### config.mk
export PLATFORM = sky130hd
export DESIGN_NAME = sps_top
export DESIGN_NICKNAME = d
export VERILOG_FILES = /design/src/verilog/sps_pkg.sv /design/src/verilog/sps_top.sv
export VERILOG_INCLUDE_DIRS = /design/src /design/src/verilog
export SDC_FILE = /design/constraint.sdc
export NUM_CORES = 1
export LEC_CHECK = 0
export ABC_CLOCK_PERIOD_IN_PS = 3700
export BUFFER_PORTS_ARGS = -buffer_cell sky130_fd_sc_hd__buf_2
export CAP_MARGIN = 20
export CORE_ASPECT_RATIO = 0.7
export CORE_UTILIZATION = 45
export DETAILED_ROUTE_END_ITERATION = 8
export GPL_TIMING_DRIVEN = 1
export PLACE_DENSITY = 0.75
export SLEW_MARGIN = 10
export SYNTH_ARGS = -nofsm -noshare
export SYNTH_HDL_FRONTEND = slang
export SYNTH_SLANG_ARGS = --single-unit
### constraint.sdc
create_clock -name clk -period 3.7 [get_ports clk]
set_input_delay 0.37 -clock clk [delete_from_list [all_inputs] [get_ports clk]]
set_output_delay 0.37 -clock clk [all_outputs]
set_load 0.01 [all_outputs]
### src/verilog/sps_map.svh
// Operation
// No pending status: NAK interrupt pipe requests
// Pending status: send two bytes, byte 0 first
// Byte 0: user bits high, GPIO levels low
// Byte 1: bus power, speed, ready, zeros
// Service request latches flag and status snapshot
// Test code selects mode, zero is normal
// Code 0010 after reset floats all outputs
// Code 0011: input XNOR chain onto bidis
// Code 0100: bidi XNOR chain onto outputs
// Media input polarity and enable configurable
// Media absent: drop pullup, halt ATA, low power
// Media back: pullup, ATA run, pins driven
// Grant low: float ATA pins, pause ATA
// Grant rising: reset drive, then resume
// Host avoids dropping grant mid transfer
// GPIO settings come from config bytes 0E, 0F
// Speed enable bit makes GPIO2 show speed
// Suspend indicator floats suspended, low active
// Chip reset held at least 1 ms
// ATA pullup follows bus activity, floats ungranted
// Drive ready filtered 25 ms, cleared at once
`ifndef SPS_MAP_SVH
`define SPS_MAP_SVH
`define SPS_CFG_READY     8'h05
`define SPS_CFG_MEDIA     8'h0B
`define SPS_CFG_GPIO_A    8'h0E
`define SPS_CFG_GPIO_B    8'h0F
`define SPS_STATUS        8'h10
`define SPS_READY_POL_BIT 0
`define SPS_MEDIA_EN_BIT  2
`define SPS_MEDIA_POL_BIT 4
`define SPS_SPEED_EN_BIT  4
`define SPS_GPIO2         2
`define SPS_RST_READY     8'h01
`define SPS_RST_MEDIA     8'h00
`define SPS_RST_GPIO_A    8'h00
`define SPS_RST_GPIO_B    8'h00
`define SPS_INT_B0        7:0
`define SPS_INT_B1        15:8
`define SPS_USER_BITS     7:3
`define SPS_GPIO_BITS     2:0
`define SPS_STRAP_WAIT    2'h3
`define SPS_READY_FILT_MS 25
`define SPS_CLK_KHZ       250000
`define SPS_CLK_MHZ       250
`define SPS_DRV_RST_NS    1000
`endif

### src/verilog/sps_pkg.sv
`default_nettype none
package sps_pkg;
	typedef enum logic [3:0] {
		SPS_NORMAL = 4'b0000,
		SPS_RSVD   = 4'b0001,
		SPS_LIMBO  = 4'b0010,
		SPS_XIN    = 4'b0011,
		SPS_XBIDI  = 4'b0100
	} spsMode_t;
	typedef enum logic [1:0] {
		SPS_IDLE  = 2'b00,
		SPS_BYTE0 = 2'b01,
		SPS_BYTE1 = 2'b10
	} spsTx_t;
	typedef struct packed {
		logic [4:0] zeros;
		logic       ready;
		logic       highSpeed;
		logic       busPowered;
		logic [4:0] userBits;
		logic [2:0] gpio;
	} spsIntWord_t;
	typedef struct packed {
		logic       driveResetN;
		logic       diowN;
		logic       diorN;
		logic       dmackN;
		logic [1:0] csN;
		logic [2:0] da;
	} spsAtaPins_t;
endpackage : sps_pkg
`default_nettype wire

### src/verilog/sps_top.sv
`timescale 1ns/100ps
`default_nettype none
`include "sps_map.svh"
module sps_top #(
	parameter int unsigned READY_FILT_CYC =
		`SPS_READY_FILT_MS * `SPS_CLK_KHZ,
	parameter int unsigned DRV_RST_CYC =
		(`SPS_DRV_RST_NS * `SPS_CLK_MHZ + 999) / 1000
) (
	// Clock and reset
	input  wire logic           clk,
	input  wire logic           srst,
	// Register port
	input  wire logic [7:0]     regAddr,
	input  wire logic [7:0]     regWdata,
	input  wire logic           regWr,
	input  wire logic           regRd,
	output logic [7:0]          regRdata,
	// Interrupt pipe, USB engine side
	input  wire logic           intReq,
	input  wire logic           intAck,
	output logic                intNak,
	output logic                intValid,
	output logic                intLast,
	output logic [7:0]          intByte,
	// USB engine state
	input  wire logic           highSpeedFlag,
	input  wire logic           usbSuspended,
	// ATA engine side
	input  wire sps_pkg::spsAtaPins_t engPins,
	input  wire logic [15:0]    engDdOut,
	input  wire logic           engDdDrive,
	input  wire logic           engScl,
	input  wire logic           engHighPowerGrantN,
	output logic                ataRun,
	output logic                lowPowerReq,
	output logic                dPullupEn,
	// Board inputs
	input  wire logic           systemServiceRequest,
	input  wire logic           driveReadyInput,
	input  wire logic           busPoweredSelect,
	input  wire logic           mediaPresentInput,
	input  wire logic           ataBusGrant,
	input  wire logic           vbusPresentInput,
	input  wire logic           ejectRequestN,
	input  wire logic           ataIrqIn,
	input  wire logic           ioReadyIn,
	input  wire logic           dmaReqIn,
	input  wire logic           chipResetN,
	input  wire logic [3:0]     testSel,
	// Bidirectional pins
	input  wire logic [2:0]     gpioIn,
	output logic [2:0]          gpioOut,
	output logic [2:0]          gpioOeN,
	input  wire logic [15:0]    ddIn,
	output logic [15:0]         ddOut,
	output logic                ddOeN,
	input  wire logic           sdaIn,
	output logic                sdaOut,
	output logic                sdaOeN,
	// Output-only pins
	output var sps_pkg::spsAtaPins_t ataPinsOut,
	output logic                ataPinsOeN,
	output logic                ataPullupControl,
	output logic                ataPullupOeN,
	output logic                suspendIndicator,
	output logic                suspendOeN,
	output logic                sclOut,
	output logic                sclOeN,
	output logic                highPowerGrantN,
	output logic                highPowerGrantOeN
);
	import sps_pkg::*;

	localparam int RW = $clog2(READY_FILT_CYC + 1);
	localparam int DW = $clog2(DRV_RST_CYC + 1);
	localparam int SN = 35;

	function automatic logic xnorChain(input logic [19:0] v,
		input int n);
		logic r;
		r = v[0];
		for (int i = 1; i < n; i++) begin
			r = ~(r ^ v[i]);
		end
		return r;
	endfunction : xnorChain

	function automatic spsMode_t decodeMode(input logic [3:0] c);
		case (c)
			SPS_LIMBO: decodeMode = SPS_LIMBO;
			SPS_XIN:   decodeMode = SPS_XIN;
			SPS_XBIDI: decodeMode = SPS_XBIDI;
			// Reserved codes behave as normal operation
			default:   decodeMode = SPS_NORMAL;
		endcase
	endfunction : decodeMode

	// Pin synchronisers
	logic [SN-1:0] asyncIn, sync1_r, sync2_r;
	assign asyncIn = {systemServiceRequest, driveReadyInput,
		busPoweredSelect, mediaPresentInput, ataBusGrant,
		vbusPresentInput, ejectRequestN, ataIrqIn, ioReadyIn, dmaReqIn,
		chipResetN, testSel, gpioIn, ddIn, sdaIn};
	always_ff @(posedge clk) begin
		sync1_r <= asyncIn;
		sync2_r <= sync1_r;
	end
	logic sreqS, readyS, busPowS, mediaS, grantS, vbusS, ejectS;
	logic irqS, iordyS, dmarqS, chipRstS, sdaS;
	logic [3:0] testS;
	logic [2:0] gpioS;
	logic [15:0] ddS;
	assign {sreqS, readyS, busPowS, mediaS, grantS, vbusS, ejectS, irqS,
		iordyS, dmarqS, chipRstS, testS, gpioS, ddS, sdaS} = sync2_r;

	// Mode is sampled shortly after reset release, once sync settles
	logic [1:0] strapCnt_r;
	spsMode_t   mode_r;
	always_ff @(posedge clk) begin
		if (srst) begin
			strapCnt_r <= 2'h0;
			mode_r     <= SPS_NORMAL;
		end else if (strapCnt_r != `SPS_STRAP_WAIT) begin
			strapCnt_r <= strapCnt_r + 2'h1;
			mode_r     <= decodeMode(testS);
		end
	end

	// Configuration registers
	logic [7:0] cfgReady_r, cfgMedia_r, cfgGpioA_r, cfgGpioB_r;
	always_ff @(posedge clk) begin
		if (srst) begin
			cfgReady_r <= `SPS_RST_READY;
			cfgMedia_r <= `SPS_RST_MEDIA;
			cfgGpioA_r <= `SPS_RST_GPIO_A;
			cfgGpioB_r <= `SPS_RST_GPIO_B;
		end else if (regWr) begin
			case (regAddr)
				`SPS_CFG_READY:  cfgReady_r <= regWdata;
				`SPS_CFG_MEDIA:  cfgMedia_r <= regWdata;
				`SPS_CFG_GPIO_A: cfgGpioA_r <= regWdata;
				`SPS_CFG_GPIO_B: cfgGpioB_r <= regWdata;
				default: ;
			endcase
		end
	end

	logic mediaOk, readyLvl, speedEn, pending_r, readyOk_r;

	assign mediaOk = !cfgMedia_r[`SPS_MEDIA_EN_BIT] ||
		(mediaS == cfgMedia_r[`SPS_MEDIA_POL_BIT]);
	assign readyLvl = (readyS == cfgReady_r[`SPS_READY_POL_BIT]);
	assign speedEn  = cfgGpioB_r[`SPS_SPEED_EN_BIT];

	always_ff @(posedge clk) begin
		if (srst) begin
			regRdata <= 8'h00;
		end else if (regRd) begin
			case (regAddr)
				`SPS_CFG_READY:  regRdata <= cfgReady_r;
				`SPS_CFG_MEDIA:  regRdata <= cfgMedia_r;
				`SPS_CFG_GPIO_A: regRdata <= cfgGpioA_r;
				`SPS_CFG_GPIO_B: regRdata <= cfgGpioB_r;
				`SPS_STATUS: regRdata <= {3'h0, pending_r, readyOk_r,
					mediaOk, grantS, ataRun};
				default:         regRdata <= 8'h00;
			endcase
		end else begin
			regRdata <= 8'h00;
		end
	end

	// Drive ready filter; only the asserting edge is delayed
	logic [RW-1:0] readyCnt_r;
	always_ff @(posedge clk) begin
		if (srst || !readyLvl) begin
			readyCnt_r <= '0;
			readyOk_r  <= 1'b0;
		end else if (readyCnt_r == RW'(READY_FILT_CYC - 1)) begin
			readyOk_r <= 1'b1;
		end else begin
			readyCnt_r <= readyCnt_r + RW'(1);
		end
	end

	// Drive reset pulse on grant or ready arrival
	logic grantD_r, readyOkD_r, drvRst, rstStart;
	logic [DW-1:0] rstCnt_r;
	assign rstStart = (grantS && !grantD_r) || (readyOk_r && !readyOkD_r);
	always_ff @(posedge clk) begin
		if (srst) begin
			grantD_r   <= 1'b0;
			readyOkD_r <= 1'b0;
			rstCnt_r   <= '0;
		end else begin
			grantD_r   <= grantS;
			readyOkD_r <= readyOk_r;
			if (rstStart)
				rstCnt_r <= DW'(DRV_RST_CYC);
			else if (rstCnt_r != '0)
				rstCnt_r <= rstCnt_r - DW'(1);
		end
	end
	assign drvRst = (rstCnt_r != '0);

	// Engine control
	always_ff @(posedge clk) begin
		if (srst) begin
			ataRun      <= 1'b0;
			lowPowerReq <= 1'b0;
			dPullupEn   <= 1'b0;
		end else begin

			// Held off in the edge cycle too, or the engine runs one
			// cycle before the drive reset begins
			ataRun      <= mediaOk && grantS && readyOk_r && !drvRst &&
				!rstStart;
			lowPowerReq <= !mediaOk;
			dPullupEn   <= mediaOk && vbusS;
		end
	end

	// Service request snapshot
	logic sreqD_r, sreqRise, newSince_r, txDone_r;
	spsIntWord_t snap_r, curWord, txWord_r;
	spsTx_t txState_r;
	logic takeReq;
	assign sreqRise = sreqS && !sreqD_r;
	assign takeReq  = intReq && (txState_r == SPS_IDLE);
	always_comb begin
		curWord            = '0;
		curWord.ready      = readyOk_r;
		curWord.highSpeed  = highSpeedFlag;
		curWord.busPowered = busPowS;
		curWord.userBits   = cfgGpioA_r[`SPS_USER_BITS];
		curWord.gpio       = gpioS;
	end
	always_ff @(posedge clk) begin
		if (srst) begin
			sreqD_r    <= 1'b0;
			pending_r  <= 1'b0;
			snap_r     <= '0;
			newSince_r <= 1'b0;
		end else begin
			sreqD_r <= sreqS;
			// A fresh request beats a concurrent acknowledge
			if (sreqRise) begin
				pending_r  <= 1'b1;
				snap_r     <= curWord;
				newSince_r <= 1'b1;
			end else begin
				if (intAck && txDone_r && !newSince_r)
					pending_r <= 1'b0;
				if (takeReq && pending_r)
					newSince_r <= 1'b0;
			end
		end
	end

	// Interrupt pipe answer
	always_ff @(posedge clk) begin
		if (srst) begin
			txState_r <= SPS_IDLE;
			txWord_r  <= '0;
			txDone_r  <= 1'b0;
			intNak    <= 1'b0;
			intValid  <= 1'b0;
			intLast   <= 1'b0;
			intByte   <= 8'h00;
		end else begin
			intNak <= 1'b0;
			if (intAck)
				txDone_r <= 1'b0;
			case (txState_r)
				SPS_IDLE: begin
					intValid <= 1'b0;
					intLast  <= 1'b0;
					if (intReq && pending_r) begin
						txState_r <= SPS_BYTE0;
						txWord_r  <= snap_r;
						intValid  <= 1'b1;
						intByte   <= snap_r[`SPS_INT_B0];
						txDone_r  <= 1'b0;
					end else if (intReq) begin
						intNak <= 1'b1;
					end
				end
				SPS_BYTE0: begin
					txState_r <= SPS_BYTE1;
					intLast   <= 1'b1;
					intByte   <= txWord_r[`SPS_INT_B1];
				end
				SPS_BYTE1: begin
					txState_r <= SPS_IDLE;
					intValid  <= 1'b0;
					intLast   <= 1'b0;
					txDone_r  <= 1'b1;
				end
				default: txState_r <= SPS_IDLE;
			endcase
		end
	end

	// Pin outputs; one register stage keeps the pads glitch free
	logic xIn, xBi;
	assign xIn = xnorChain({9'h000, vbusS, busPowS, readyS, irqS,
		iordyS, dmarqS, chipRstS, grantS, mediaS, sreqS, ejectS}, 11);
	assign xBi = xnorChain({gpioS[0], gpioS[1], gpioS[2], ddS, sdaS}, 20);
	logic [2:0] gpioOut_nxt, gpioOeN_nxt;
	logic [15:0] ddOut_nxt;
	logic ddOeN_nxt, sdaOut_nxt, sdaOeN_nxt, ataOeN_nxt, puOut_nxt;
	logic puOeN_nxt, susOeN_nxt, sclOut_nxt, sclOeN_nxt;
	logic hpgOut_nxt, hpgOeN_nxt;
	spsAtaPins_t ataOut_nxt;
	always_comb begin
		gpioOut_nxt = 3'h0;
		gpioOeN_nxt = 3'h7;
		ddOut_nxt   = 16'h0000;
		ddOeN_nxt   = 1'b1;
		sdaOut_nxt  = 1'b0;
		sdaOeN_nxt  = 1'b1;
		ataOut_nxt  = '0;
		ataOeN_nxt  = 1'b1;
		puOut_nxt   = 1'b0;
		puOeN_nxt   = 1'b1;
		susOeN_nxt  = 1'b1;
		sclOut_nxt  = 1'b0;
		sclOeN_nxt  = 1'b1;
		hpgOut_nxt  = 1'b0;
		hpgOeN_nxt  = 1'b1;
		case (mode_r)
			SPS_LIMBO: ;
			SPS_XIN: begin
				gpioOut_nxt = {3{xIn}};
				gpioOeN_nxt = 3'h0;
				ddOut_nxt   = {16{xIn}};
				ddOeN_nxt   = 1'b0;
				sdaOut_nxt  = xIn;
				sdaOeN_nxt  = 1'b0;
			end
			SPS_XBIDI: begin
				ataOut_nxt = {$bits(spsAtaPins_t){xBi}};
				ataOeN_nxt = 1'b0;
				puOut_nxt  = xBi;
				puOeN_nxt  = 1'b0;
				sclOut_nxt = xBi;
				sclOeN_nxt = 1'b0;
				hpgOut_nxt = xBi;
				hpgOeN_nxt = 1'b0;
				// Suspend pad is open drain, so it shows xBi by float
				susOeN_nxt = xBi;
			end
			default: begin
				gpioOut_nxt = cfgGpioA_r[`SPS_GPIO_BITS];
				gpioOeN_nxt = ~cfgGpioB_r[`SPS_GPIO_BITS];
				if (speedEn) begin
					gpioOut_nxt[`SPS_GPIO2] = !highSpeedFlag;
					gpioOeN_nxt[`SPS_GPIO2] = 1'b0;
				end
				sclOut_nxt = engScl;
				sclOeN_nxt = 1'b0;
				hpgOut_nxt = engHighPowerGrantN;
				hpgOeN_nxt = 1'b0;
				susOeN_nxt = usbSuspended;
				if (grantS) begin
					// Halted engine drives every ATA line low
					ataOeN_nxt = 1'b0;
					puOeN_nxt  = 1'b0;
					puOut_nxt  = ataRun;
					if (ataRun) begin
						ataOut_nxt = engPins;
						ddOut_nxt  = engDdOut;
						ddOeN_nxt  = !engDdDrive;
					end else begin
						ddOeN_nxt  = 1'b0;
					end
				end
			end
		endcase
	end
	always_ff @(posedge clk) begin
		if (srst) begin
			gpioOut           <= 3'h0;
			gpioOeN           <= 3'h7;
			ddOut             <= 16'h0000;
			ddOeN             <= 1'b1;
			sdaOut            <= 1'b0;
			sdaOeN            <= 1'b1;
			ataPinsOut        <= '0;
			ataPinsOeN        <= 1'b1;
			ataPullupControl  <= 1'b0;
			ataPullupOeN      <= 1'b1;
			suspendOeN        <= 1'b1;
			sclOut            <= 1'b0;
			sclOeN            <= 1'b1;
			highPowerGrantN   <= 1'b0;
			highPowerGrantOeN <= 1'b1;
		end else begin
			gpioOut           <= gpioOut_nxt;
			gpioOeN           <= gpioOeN_nxt;
			ddOut             <= ddOut_nxt;
			ddOeN             <= ddOeN_nxt;
			sdaOut            <= sdaOut_nxt;
			sdaOeN            <= sdaOeN_nxt;
			ataPinsOut        <= ataOut_nxt;
			ataPinsOeN        <= ataOeN_nxt;
			ataPullupControl  <= puOut_nxt;
			ataPullupOeN      <= puOeN_nxt;
			suspendOeN        <= susOeN_nxt;
			sclOut            <= sclOut_nxt;
			sclOeN            <= sclOeN_nxt;
			highPowerGrantN   <= hpgOut_nxt;
			highPowerGrantOeN <= hpgOeN_nxt;
		end
	end
	assign suspendIndicator = 1'b0;

	logic isNorm;
	assign isNorm = (mode_r == SPS_NORMAL);
endmodule : sps_top
`default_nettype wire

# After elaboration in Yosys (flattened, before gate mapping)
# Index checks and enable logic that the tools add are counted.
# word_totals
mem_count	0
latchBits	0
mem_bits_rw	0
register_bits	224
wordCells	225
romBits	0
# op_classes
n_shift	0
eq_ne	18
mux	41
n_lt_le_gt_ge	0
n_reduce_logical	48
n_div	0
bitwise_logic	62
n_addsub	3
mul	0
# ops
operator	n
$pmux 8 s5	1
$mux 16	2
$not 1->1	32
$pmux 16 s2	1
$xor 1x1->1	29
$eq 8x4->1 const B	3
$mux 8	3
$add 23x1->23 const B	1
$eq 23x23->1 const B	1
$mux 9	2
$pmux 1 s2	9
$pmux 9 s2	1
$eq 4x2->1 const B	4
$mux 1	16
$pmux 8 s2	1
$logic_and 1x1->1	13
$pmux 3 s2	2
$reduce_and 2->1	6
$reduce_bool 2->1	6
$reduce_or 2->1	6
$logic_not 1->1	11
$pmux 3 s3	1
$eq 4x3->1 const B	2
$eq 8x3->1 const B	1
other kinds (15)	18

# Depth between registers and ports, before layout
# logic_depth
depth_word	39
depth_mapped	8
mapped_depth_nobuf	7

# Least setup slack after synthesis
# OpenSTA, ideal clock, no wires.
# synth_timing
kind	in2reg
start	input regAddr[5]
end	register cfgMedia_r[0]
stages	7
arrival_ns	1.733
setup_time_ns	0.128
required_time_ns	3.572
path_slack_ns	1.840
path_cell_list	or3_1 -> buf_2 -> nor3b_2 -> buf_4 -> nand3_2 -> mux2i_1 -> nor2_1
# synth_via
elab_chain_len	2
# synth_lines
element	line	source
from (decl)	sps_top.sv:14	input wire logic [7:0] regAddr,
$eq 8x4->1	sps_top.sv:139	case (regAddr)
$reduce_and 2->1 (no line)	--	
to (signal assigned)	sps_top.sv:135	cfgMedia_r <= `SPS_RST_MEDIA;
to (signal assigned)	sps_top.sv:141	`SPS_CFG_MEDIA: cfgMedia_r <= regWdata;
to (decl)	sps_top.sv:131	logic [7:0] cfgReady_r, cfgMedia_r, cfgGpioA_r, cfgGpioB_r;
# No other way between the ends.
# A chain may end at the register's enable or synchronous reset.

# Final worst setup path
# layout_timing
start	register sync2_r[19]
end	register ataPinsOut[1] in the netlist's numbering
# layout_via
elab_chain_len	7
# layout_lines
element	line	source
from (decl)	sps_top.sv:100	logic [SN-1:0] asyncIn, sync1_r, sync2_r;
from (signal assigned)	sps_top.sv:107	sync2_r <= sync1_r;
$xor 1x1->1	sps_top.sv:84	r = ~(r ^ v[i]);
$not 1->1	sps_top.sv:84	
$xor 1x1->1	sps_top.sv:84	
$not 1->1	sps_top.sv:84	
$xor 1x1->1	sps_top.sv:84	
$not 1->1	sps_top.sv:84	
$pmux 9 s2	sps_top.sv:332	case (mode_r)
to (signal assigned)	sps_top.sv:406	ataPinsOut <= ataOut_nxt;
to (decl)	sps_top.sv:62	output var sps_pkg::spsAtaPins_t ataPinsOut,
# No other way between the ends.

==> reports/metrics.yaml <==
status: "completed"
cp_slowest_stage_delay_ns: 0.71
ir_worst_vdd_v: 0.0003563
async_reset_ff_share_pct: 0
busiest_layer: "met2"
rows: 39
routabilityCongestion: 0.8360
synthMuxAreaShare_pct: 4.070
initial_core_util_pct: 46.37
clk_pin_slew_ns: 0.06
timing.final.crit_share_pct: 62.26
num_antenna_cells: 0
hpwl_mm: 11.78
fill_cells: 1414
total_power_uw: 5017
ant_nets: 0
finalHoldViolations: 0
die_w_um: 157.6
grt_max_degree: 54
max_freq_mhz: 434.1
worst_path_dominant_cell_family: "XOR/XNOR gates"
rsz0062_at_grt: "no"
syn_area_per_cell_sq_um: 9.851
vias: 5804
max-cap-violations: 0
cp_cell_sequence: "xnor2_1, xnor2_1, xnor3_1, xnor2_1, o21ai_0"
critical_path_class: "register to register"
required_ns: 4.03
synth-xor-area-share_pct: 6.104
synth_ff_type: "dfxtp_1"
post_cts_resized: 0
max-slew-margin-rel_pct: 36.31
yosys_warnings: 0
drt_iter0_drc: 418
post_cts_buffers: 0
port_buffers: 150
grt_use_total_pct: 19.65
globalRoute.totalOverflow: 0
power_leakage_uw: 0.004131
synthesis.nets: 865
ys_seq_area_share_pct: 58.55
cts.htree.levels: 1
end_kind: "register"
place_inst: 1109
timing.critical_path.mode_cell: "xnor2_1"
critPathMaxFanout: 13
synthAdderAreaFrac_pct: 0.6564
final_nets: 1033
skew_ns: 0.01216
setup_viol: 0
vias_per_cell: 4.919
die_area_sq_mm: 0.01748
fin_setup_tns_ns: 0
fin_crit_ns: 2.304
grt_pass1_vias: 5467
synth_compound_area_share_pct: 8.976
hold_buffers: 35
cts-root-buf: "clkbuf_16"
powerDensity_mw_per_mm2: 526.8
stdcell_count: 1180
die_height_um: 110.9
use_met1_pct: 27.22
synth_top_family_by_area: "simple AND/OR/NAND/NOR gates"
cts.path.max_buffers: 3
critPathLaunchType: "register"
worstMarginPinSlew_ns: 0.9553
synth-seq-cells: 223
clock-sinks: 223
drc: 0
area_growth_pct: 24.91
met2_usage_pct: 30.88
synth-edff-count: 0
wl_per_cell_um: 14.65
clock_latency_ns: 0.49
postSynthCellCount: 774
wl_mm: 17.29
grt_first_pass_wirelength_mm: 27.30
final_core_util_pct: 57.92
cp.arrival_ns: 2.63
critPathSlowestCell: "xnor2_1"
synth-simple-area-share_pct: 18.53
antenna_found_initial: 1
synthesis.area_sq_mm: 0.007625
core_sq_mm: 0.01644
drive_gt1_share_pct: 20.84
crit_buf_inv: 0
grt_util_met3_pct: 4.769
drt_first_pass_iters: 4
slew_viol_final: 0
ios: 152
numCtsBuffers: 21
synthDistinctLibCells: 58
cts_tree: "yes"
hp-class: "input port to register"
reg2reg_slack_ns: 1.40
[through the flow]
step	setup slack (ns)	hold WS, ns	instance area (sq um)
2_1_floorplan	1.840	0.3096	7625
3_3_place_gp	1.081	0.3105	8491
3_5_place_dp	1.055	0.3121	8491
4_1_cts	1.397	0.06240	9524
5_1_grt	1.200	0.06919	9524
6_report	1.396	0.07801	9524
[final timing paths]
check	from	to	cells after the start
setup / recovery	sync2_r[19]	ataPinsOut[1]	5
setup reg to reg	sync2_r[19]	ataPinsOut[1]	5
hold / removal	engDdOut[5]	ddOut[5]	3
hold reg to reg	sync1_r[32]	sync2_r[32]	0
[routing by layer]
metal / routed length, um / vias up
li1: - / 2928
met1: 8138 / 2650
met2: 7507 / 196
met3: 1323 / 28
met4: 307 / 2
met5: 12 / -
[power by group]
part	switching [uW]	total [uW]	internal [uW]
registers	46.0	2530	2480
clock network	864	2110	1240
logic	210	384	174
total	1120	5020	3900
[worst min-delay path, cell delays in order]
cell	delay [ns]
buf_2	0.08
nand2_1	0.04
nand2_1	0.05
[cells in the final DEF, fill, tap and decap left out, types with 7 or more instances in the layout]
cell,count
xor2_1,14
dfxtp_1,223
a21oi_1,51
inv_1,14
mux2i_1,31
a22o_1,8
nand3_1,14
nand2b_1,7
o21ai_0,26
clkbuf_16,21
nor2_1,77
nor3_1,15
nand2_1,126
xnor2_1,34
dlygate4sd3_1,35
nor2b_1,9
buf_2,150
[cells by family after synthesis]
family | Yosys count
multiplexers | 31
XOR/XNOR | 50
other | 1
AND/OR/NAND/NOR | 297
buffers and inverters | 56
AO/OA/AOI/OAI | 112
adder cells (fa/ha/maj) | 4
flip-flops | 223
[cell usage after synthesis, drive strengths merged (3+ instances only)]
master | instances | area, sq um
inv | 14 | 52.55
dfxtp | 223 | 4464
nor3b | 4 | 35.03
nand4 | 6 | 58.80
a221oi | 4 | 35.03
a311oi | 3 | 26.28
nor2 | 77 | 289.0
mux2i | 31 | 310.3
a21oi | 51 | 255.2
nand2b | 7 | 43.79
and3 | 4 | 25.02
ha | 4 | 50.05
a22o | 8 | 70.07
a22oi | 5 | 37.54
nor3 | 17 | 101.4
xnor2 | 34 | 297.8
o21ai | 26 | 130.1
xor2 | 14 | 122.6
nand3 | 15 | 80.08
nand2 | 126 | 473.0
nor2b | 9 | 56.30
a32o | 4 | 40.04
or2 | 3 | 18.77
or3 | 7 | 50.05
clkbuf | 32 | 121.4
nand3b | 5 | 37.54
buf | 10 | 60.06
nor4 | 5 | 37.53
[sequential cells by signal, indices dropped and copies added, names as in the netlist, 2 cells and up]
signal,count
cfgGpioB_r,8
snap_r,11
cfgMedia_r,8
ddOut,16
txState_r,2
readyCnt_r,23
cfgGpioA_r,8
regRdata,8
intByte,8
mode_r,3
gpioOut,3
rstCnt_r,8
txWord_r,3
gpioOeN,3
sync1_r,35
cfgReady_r,8
sync2_r,35
strapCnt_r,2
ataPinsOut,9
[cell type report]
| type | count | area (sq um) | share of cell area (%) |
|---|---|---|---|
| flip-flops and latches | 223 | 4464 | 46.87 |
| multi-input cells | 495 | 2927 | 30.73 |
| repair buffers | 187 | 1116 | 11.72 |
| clock buffers | 26 | 574.3 | 6.030 |
| well taps | 225 | 281.5 | 2.956 |
| clock inverters | 10 | 108.9 | 1.143 |
| inverters | 14 | 52.55 | 0.5518 |
Power figures use the tool's default switching activity.
